<file path="config.mk">
export PLATFORM = sky130hd
export DESIGN_NAME = rpi_event_report
export DESIGN_NICKNAME = d
export VERILOG_FILES = /design/src/hdl/rpi_pkg.sv /design/src/hdl/rpi_event_report.sv
export VERILOG_INCLUDE_DIRS = /design/src /design/src/hdl
export SDC_FILE = /design/constraint.sdc
export NUM_CORES = 1
export LEC_CHECK = 0
export BUFFER_PORTS_ARGS = -buffer_cell sky130_fd_sc_hd__buf_2
export CAP_MARGIN = 20
export CORE_MARGIN = 2
export CORE_UTILIZATION = 40
export DETAILED_ROUTE_END_ITERATION = 8
export GPL_TIMING_DRIVEN = 0
export HOLD_SLACK_MARGIN = 0.1
export PLACE_DENSITY = 0.84
export SYNTH_ARGS = -nofsm -noshare
export SYNTH_HDL_FRONTEND = slang
export SYNTH_SLANG_ARGS = --single-unit
</file>
<file path="constraint.sdc">
create_clock -name pclk -period 2.3 [get_ports pclk]
set_input_delay 0.69 -clock pclk [delete_from_list [all_inputs] [get_ports pclk]]
set_output_delay 0.69 -clock pclk [all_outputs]
set_load 0.05 [all_outputs]
</file>
<file path="src/hdl/rpi_params.svh">
`ifndef RPI_PARAMS_SVH
`define RPI_PARAMS_SVH

// Register indices; byte address is four times the index
`define RPI_IDX_OFS   14'h2278
`define RPI_STS_OFS   14'h227e
`define RPI_IDX_ADDR  {`RPI_IDX_OFS, 2'h0}
`define RPI_STS_ADDR  {`RPI_STS_OFS, 2'h0}

// Reset and fixed read values
`define RPI_PEND_RST  4'hf
`define RPI_CODE_RST  2'h0
`define RPI_RATE_RST  1'h1
`define RPI_RSV_RD    3'h7
`define RPI_IDX_B32   2'h3
`define RPI_RD_PAD    24'h0

`endif

</file>
<file path="src/hdl/rpi_pkg.sv">
package rpi_pkg;

    // Event codes in index order
    typedef enum logic [1:0] {
        RPI_EV_MODEM_READY,
        RPI_EV_TX_DONE,
        RPI_EV_RX_BEGIN,
        RPI_EV_RX_DONE
    } rpi_event_e;

    typedef logic [3:0] rpi_evvec_t;

endpackage

</file>
<file path="src/hdl/rpi_event_report.sv">
`timescale 1ns/1ps
`default_nettype none
`include "rpi_params.svh"

// Functional notes
// - The index field is two bits naming the pending event: 0 ready, 1 tx done, 2 rx begin, 3 rx done.
// - Events that arrive together are queued and shown one at a time in processing order.
// - Reading the index field removes the reported event so the next queued one shows.
// - The pending field has four bits, one per source, in the same order as the index codes.
// - A firing source drives its pending bit to zero; zero means pending, one means idle.
// - After reset the pending bits are all one and the index field is zero.
// - Status bit 4 always equals the extended-rate flag held in the index register.
// - The extended-rate flag captures the received packet rate at the receive-done event.
module rpi_event_report
    import rpi_pkg::*;
#(
    parameter int QDEPTH = 4
) (
    input  wire logic        pclk,
    input  wire logic        presetn,
    input  wire logic        psel,
    input  wire logic        penable,
    input  wire logic        pwrite,
    input  wire logic [15:0] paddr,
    input  wire logic [31:0] pwdata,
    input  wire logic [3:0]  pstrb,
    output logic      [31:0] prdata,
    output logic             pready,
    output logic             pslverr,
    input  wire logic        modem_ready_event,
    input  wire logic        transmit_done_event,
    input  wire logic        receive_begin_event,
    input  wire logic        receive_done_event,
    input  wire logic        rx_rate_ext
);

    localparam int AW = $clog2(QDEPTH);

    generate
        if (QDEPTH < 2 || (QDEPTH & (QDEPTH - 1)) != 0) begin : g_chk
            $error("QDEPTH must be a power of two of at least 2");
        end
    endgenerate

    rpi_evvec_t  ev;
    logic        setup;
    logic        access;
    logic        hit_idx;
    logic        hit_sts;
    logic        rd_pop;
    logic        sts_wr;
    logic        empty;
    logic        full;
    logic        push;
    rpi_event_e  pick_code;
    rpi_evvec_t  pick_mask;
    logic [1:0]  head;
    logic [AW:0] count;
    rpi_evvec_t  wr_set;

    rpi_evvec_t  arrived_q;
    rpi_evvec_t  arrived_d;
    rpi_evvec_t  pend_n_q;
    rpi_evvec_t  pend_n_d;
    logic        rate_q;
    logic        rate_d;
    logic [AW:0] wr_ptr_q;
    logic [AW:0] wr_ptr_d;
    logic [AW:0] rd_ptr_q;
    logic [AW:0] rd_ptr_d;
    logic [31:0] prdata_q;
    logic [31:0] prdata_d;
    logic        idx_live_q;
    logic        idx_live_d;
    logic [1:0]  mem_q [QDEPTH];
    logic [1:0]  mem_d [QDEPTH];

    // Event sources gathered by index code
    assign ev = {receive_done_event, receive_begin_event,
                 transmit_done_event, modem_ready_event};

    // APB decode, zero wait states
    assign setup   = psel & ~penable;
    assign access  = psel & penable;
    assign hit_idx = (paddr == `RPI_IDX_ADDR);
    assign hit_sts = (paddr == `RPI_STS_ADDR);
    assign pready  = 1'h1;
    assign pslverr = access & ~(hit_idx | hit_sts);
    assign prdata  = prdata_q;

    assign sts_wr = access & pwrite & hit_sts & pstrb[0];

    // Queue state
    assign count = wr_ptr_q - rd_ptr_q;
    assign empty = (wr_ptr_q == rd_ptr_q);
    assign full  = (count == (AW + 1)'(QDEPTH));
    assign head  = empty ? `RPI_CODE_RST : mem_q[rd_ptr_q[AW-1:0]];

    // Pop only what the setup cycle showed, never a later push
    assign rd_pop = access & ~pwrite & hit_idx & idx_live_q;

    // Lowest waiting source goes first
    always_comb begin
        pick_code = RPI_EV_MODEM_READY;
        pick_mask = 4'h0;
        for (int k = 3; k >= 0; k--) begin
            if (arrived_q[k]) begin
                pick_code = rpi_event_e'(k[1:0]);
                pick_mask = rpi_evvec_t'(4'h1 << k);
            end
        end
    end

    assign push = (|arrived_q) & ~full;

    // Waiting arrivals; a fresh event is kept even while its old copy is taken
    always_comb begin
        arrived_d = (arrived_q & ~(push ? pick_mask : 4'h0)) | ev;
    end

    always_comb begin
        wr_ptr_d = wr_ptr_q + (AW + 1)'(push);
        rd_ptr_d = rd_ptr_q + (AW + 1)'(rd_pop);
    end

    always_ff @(posedge pclk or negedge presetn) begin
        if (!presetn) begin
            arrived_q <= 4'h0;
            wr_ptr_q  <= '0;
            rd_ptr_q  <= '0;
        end else begin
            arrived_q <= arrived_d;
            wr_ptr_q  <= wr_ptr_d;
            rd_ptr_q  <= rd_ptr_d;
        end
    end

    // Queue entries
    generate
        for (genvar i = 0; i < QDEPTH; i++) begin : g_ent
            assign mem_d[i] = (push && wr_ptr_q[AW-1:0] == AW'(i)) ? pick_code : mem_q[i];

            always_ff @(posedge pclk or negedge presetn) begin
                if (!presetn) begin
                    mem_q[i] <= `RPI_CODE_RST;
                end else begin
                    mem_q[i] <= mem_d[i];
                end
            end
        end
    endgenerate

    // Pending bits: event clears to zero and wins over a software set
    always_comb begin
        pend_n_d = pend_n_q;
        if (sts_wr) begin
            pend_n_d = pend_n_d | pwdata[3:0];
        end
        pend_n_d = pend_n_d & ~ev;
    end

    // Rate flag taken at receive done
    always_comb begin
        rate_d = rate_q;
        if (receive_done_event) begin
            rate_d = rx_rate_ext;
        end
    end

    // Read data captured in the setup cycle
    always_comb begin
        prdata_d   = prdata_q;
        idx_live_d = idx_live_q;
        if (setup) begin
            idx_live_d = ~pwrite & hit_idx & ~empty;
        end
        if (setup && !pwrite) begin
            if (hit_idx) begin
                prdata_d = {`RPI_RD_PAD, `RPI_RSV_RD, rate_q, `RPI_IDX_B32, head};
            end else if (hit_sts) begin
                prdata_d = {`RPI_RD_PAD, `RPI_RSV_RD, rate_q, pend_n_q};
            end else begin
                prdata_d = 32'h0;
            end
        end
    end

    always_ff @(posedge pclk or negedge presetn) begin
        if (!presetn) begin
            pend_n_q <= `RPI_PEND_RST;
            rate_q   <= `RPI_RATE_RST;
            prdata_q <= 32'h0;
            idx_live_q <= 1'h0;
        end else begin
            pend_n_q <= pend_n_d;
            rate_q   <= rate_d;
            prdata_q <= prdata_d;
            idx_live_q <= idx_live_d;
        end
    end

    // Checks
    assign wr_set = sts_wr ? (pwdata[3:0] & ~ev) : 4'h0;
endmodule

`default_nettype wire

</file>
* Yosys cells after proc, flatten, opt, wreduce, memory -nomap -nowiden
Index checks and enable logic that the tools add are counted.
** Operators by class
- Add/sub/neg operators :: 3
- $mul :: 0
- Div/mod/pow operators :: 0
- Magnitude comparators :: 1
- Equality and inequality tests :: 7
- Shift-type cells :: 0
- Muxes and demuxes :: 16
- Bitwise gates (word level) :: 25
- Reductions and logical operators :: 8
** Operator list (number)
- $eq A16 B16 Y1 const B :: 2
- $mux W4 :: 6
- $mux W8 :: 2
- $mux W2 :: 7
- $and A1 B1 Y1 :: 12
- $and A4 B4 Y4 :: 2
- $not A4 Y4 :: 2
- $or A4 B4 Y4 :: 2
- $add A3 B1 Y3 :: 2
- $logic_and A1 B1 Y1 :: 5
- $not A1 Y1 :: 5
- $bmux W2 S2 :: 1
- $eq A2 B2 Y1 const B :: 2
- $reduce_or A4 Y1 :: 1
- $eq A3 B3 Y1 :: 1
- $eq A3 B3 Y1 const B :: 1
- $ge A3 B3 Y1 const B :: 1
- $not A2 Y3 :: 1
- $sub A3 B3 Y3 :: 1
- $eq A2 B1 Y1 const B :: 1
- $logic_not A2 Y1 :: 1
- $logic_not A1 Y1 :: 1
- $or A1 B1 Y1 :: 1
** Storage, ports and cells
- Register bits :: 56
- Latch bits :: 0
- RAM bits :: 0
- Bits in read-only memories :: 0
- Word-level logic and storage cells :: 71
- Memories kept :: 0

* Longest topological paths before layout
- Depth in word-level cells :: 8
- Gate-level depth with buffers :: 9
- Mapped depth without buffers :: 9

* Least setup slack after synthesis
Ideal clock, no wire load.
- Path kind :: in2out
- Start :: input port paddr[9]
- End :: output port pslverr
- Arrival time :: 1.908 ns
- Required time :: 1.610 ns
- Path slack :: -0.298 ns
- Cell stages on the path :: 3
- Cells stage by stage :: or4bb_2 a21oi_1 a21oi_1
** Between the ends
- Longest elaborated chain between the ends :: 4
** RTL lines
- start, declared :: RTL line rpi_event_report.sv:24 : input wire logic [15:0] paddr,
- $eq A16 B16 Y1 (no line)
- $or A1 B1 Y1 * :: RTL line rpi_event_report.sv:88 : assign pslverr = access & ~(hit_idx | hit_sts);
- $not A1 Y1 * :: RTL line rpi_event_report.sv:88
- $and A1 B1 Y1 * :: RTL line rpi_event_report.sv:88
- end, declared :: RTL line rpi_event_report.sv:29 : output logic pslverr,
Mark *: on every way between the ends. The rest lies on a longest branch, timed or not.

* Worst setup path after layout
Ends and elaborated chain as after synthesis.

==> results <==
- Data on the critical path is required at its endpoint by 1.61 ns.
- Of the total power, combinational logic draws 33.1%.
- The maximum number of pins on one net before global-route repair is 31.
- The area of the mapped netlist is 1690 um2.
- Synthesis produced a netlist whose cell count is 153.
- The worst pin sits at a relative slew slack of 51.6%.
- In the synthesized netlist the dominant register cell turns out to be dfrtp_1.
- IR analysis of the VDD net gives a maximum drop of 0.505 mV.
- The most used standard cell by instance count after synthesis is buf_4.
- Between clock sinks in the finished design, the worst skew comes to 0.00752 ns.
- The detailed router finished its first iteration with 45 violations.
- By area the synthesized netlist is led by dfrtp_1 37%, buf_4 12%, dfstp_2 7.8%.
- The repair_antennas step left the layout with diodes totalling 0.
- The power per unit of standard cell area is 756 nW/um2.
- The flow ran to the end, but the final reports show violations.
- The number of levels the H-tree was split into is 2.
- The x dimension of the die is 69.0 um.
- The number of antenna violations at the first check in global routing came to 0.
- The cell family contributing the most delay on the critical path is simple AND/OR/NAND/NOR gates.
- After layout, the worst path uses 107% of the clock period.
- The checks that failed: negative setup slack.
- The internal portion of the total power is 1.13 mW.
- The portion of total power attributed to sequential cells is 41.4%.
- The element type at the critical path start is a primary input.
- The post-synthesis sequential area ratio is 44.8%.
- The minimum setup slack in the final design is -0.170 ns.
- The arrival time at the worst endpoint is 1.78 ns.
- The area share of the largest cell type after synthesis is 37.0%.
- After detailed routing, the average wire length per cell comes to 13.1 um.
- STA classifies the critical path endpoint as a primary output.
- The area of the placeable core is 4030 um2.
- The number of warnings issued by yosys is 0.
- The number of buffers inserted for hold repair after clock tree synthesis is 0.
- Summed over all nets, the switching power comes to 570 uW.
- The clock reaches the later pin of the worst-skew pair after 0.28 ns.
- The buffer cell driving the clock tree root is clkbuf_8.
- The post-detailed-route count of antenna-violating nets is 0.
- The first global-routing pass estimated 5870 um of wire.
- The total power draw is 1.70 mW.
- The post-detailed-placement half-perimeter wirelength is 2810 um.
- The largest area contributor in the synthesized netlist is dfrtp_1.
- Yosys mapped a number of flops with a built-in enable equal to 0.
- For this run, the slowest stage of the critical path takes 0.57 ns.
- In this run switching power makes up 33.6% of total power.
- In the final layout, the share of cells above drive strength 1 is 48.7%.
- The worst min-delay path class is primary input to asynchronous set/reset pin.
- The worst hold slack across all endpoints is 0.434 ns.
- The floorplan die area is 4760 um2.
- In this run the vertical extent of the chip is 69.0 um.
- The number of sinks driven by the clock tree is 30.
- The final-report hold violation count was 0.
- The number of core rows is 23.
- The area after detailed placement is 2070 um2.
- The commonest cells after synthesis are 27 x buf_4, 25 x dfrtp_1, 13 x nor2_1.
- OpenSTA, run right after detailed placement, puts the worst setup slack at -0.282 ns.
- The filler cell count is 346.
- The share of power burned in the clock network is 25.5%.
- Summing over every cut layer, the via total after detailed routing is 1297.
- Timing would allow up to 0.405 GHz.
- The maximum root-to-sink buffer count is 2.
- The number of maximum-capacitance violations is 0.
- The clock-pin slew on the worst setup and hold paths is 0.07 ns.
- Of all nets on the critical path, the largest fanout is 4.
- The count of input and output buffers is 39.
- After synthesis, the netlist uses 40 different library cells.
- The critical path is of the primary input to primary output type.
- Buffers inserted during clock tree synthesis total 5.
- TritonCTS built the clock tree.
- The transition time at the pin with the least slew margin is 0.719 ns.
- The mean instance size in the synthesized netlist is 11.0 um2.
- The pre-antenna-repair detailed-routing pass consisted of 4 iterations.
- The final max-slew violation count is 0.
- Summed over all cells, the static leakage comes to 1.16 nW.
- The initial utilization of the core area, before any placement, comes to 42.0%.
- The total wirelength of the detailed-routed design is 3640 um.
- Walking the worst path, the cells encountered are buf_2 > or4bb_4 > a21oi_4 > a21oi_4 > buf_6.
- The overall track demand over capacity in global routing is 15.7%.
- Relative to the synthesized area, the layout overhead comes to 32.8%.
- The congestion estimate from routability-driven global placement came to 0.809.
- Setup repair after global routing could not meet its margin everywhere.
- After routing the design area is 2240 um2.
- Summed over all layers, the global routing overflow is 0.
- The via count of the first global-routing pass was 1300.
- Counting stages on the worst path, the most repeated cell is a21oi_4.
- The final count of negative-setup-slack endpoints is 1.
- 96 I/O pins were placed.
- The detailed-route vias per instance is 4.67.
- The number of nets at the end of the flow is 295.
- After synthesis the netlist holds a flip-flop and latch count of 30.
- The slowest stage of the critical path belongs to the cell or4bb_4.
- The fraction of synthesis flops using an asynchronous set or reset pin is 100%.
- After layout, the minimum clock period comes to 2.47 ns.
- After detailed routing, the number of remaining DRC violations is 0.
- Together, buffers and inverters on the worst path number 2.
## kinds of logic (layout without fill, tap and decap cells)
kind of cell / Yosys count / after routing / share of synthesized area (%)
flip-flops: 30 / 30 / 44.8
buffers and inverters: 31 / 83 / 12.9
other: 2 / 25 / 0.444
AND/OR/NAND/NOR: 44 / 44 / 16.9
adder cells (fa/ha/maj): 6 / 6 / 4.44
XOR/XNOR: 4 / 4 / 2.07
multiplexers: 11 / 11 / 8.66
AO/OA/AOI/OAI: 25 / 25 / 9.84
## metal layers
| layer | vias up | routed length (um) | global-route usage [%] |
|---|---|---|---|
| met5 | - | 0 | 0 |
| li1 | 636 | - | - |
| met1 | 609 | 1490 | 17.6 |
| met3 | 9 | 180 | 4.24 |
| met4 | 0 | 96 | 8.71 |
| met2 | 43 | 1870 | 27.0 |
## cell type report
class                   count  area [um2]  area share, %
inverters                   3        11.3          0.502
flip-flops and latches     30         757           33.7
repair buffers             44         255           11.4
plain buffers              28         206           9.20
clock buffers               7        86.3           3.85
multi-input cells         115         861           38.4
clock inverters             1        5.00          0.223
well taps                  50        62.6           2.79
## repair_timing
item                                    in CTS  in global routing
gates cloned                                 0                  0
endpoints found under the setup margin       2                  3
setup buffers                                4                  1
resized for setup                            3                  6
pin swaps                                    5                  2
## per-stage QoR
stage	instances	util, %	TNS [ns]
after CTS	277	54.7	-0.159
after floorplan	176	-	-0.0344
after detailed placement	265	51.4	-0.905
after global routing	278	55.7	-0.253
final	278	55.7	-0.170
after global placement	265	51.4	-0.814
## layout by cell type (no fill, tap or decap), drive strengths merged, types with 2 or more instances in the layout
master	Yosys	final
clkbuf	1	8
a21o	5	5
or4bb	2	2
ha	6	6
nor4	3	3
o21ai	7	7
nor3	3	3
and2	2	2
dfstp	5	5
mux4	2	2
a31oi	4	4
inv	3	3
xor2	2	2
a21oi	3	3
conb	2	25
a221o	2	2
nand2b	2	2
nand2	9	9
dfrtp	25	25
buf	27	71
nor2	13	13
nor3b	2	2
xnor2	2	2
mux2	9	9
## final timing paths
check	startpoint	end	slack, ns	cells after the start
setup / recovery	paddr[9]	pslverr	-0.17	5
hold / removal	presetn	arrived_q[0]$_DFF_PN0_	0.43	1
setup reg to reg	rd_ptr_q[1]$_DFF_PN0_	mem_q[3]$_DFFE_PN0P_	0.34	6
hold reg to reg	prdata[3]$_DFFE_PN0P_	prdata[3]$_DFFE_PN0P_	0.47	2
max in group asynchronous	presetn	mem_q[6]$_DFFE_PN0P_	1.44	1
min in group pclk	prdata[3]$_DFFE_PN0P_	prdata[3]$_DFFE_PN0P_	0.47	2
## sequential cells by signal, indices dropped and copies added, names as in the netlist
register	cells
rate_q	1
arrived_q	4
idx_live_q	1
pend_n_q	4
mem_q	8
rd_ptr_q	3
prdata	6
wr_ptr_q	3
## power groups by stage
stage               Combinational, mW  Sequential, mW  Clock [mW]
finish                          0.563           0.703       0.432
global route                    0.623           0.715       0.463
CTS                             0.554           0.704       0.445
global placement                0.522           0.707           0
detailed placement              0.548           0.713           0
floorplan                       0.438           0.694           0
## worst reg2reg max path, stage by stage, from the launching register on
cell,delay (ns)
dfrtp_1,0.48
inv_1,0.07
ha_1,0.17
nand2b_1,0.17
xnor2_2,0.20
o21ai_0,0.37
mux2_2,0.38
Note: power is estimated with default switching activity, not from simulation.
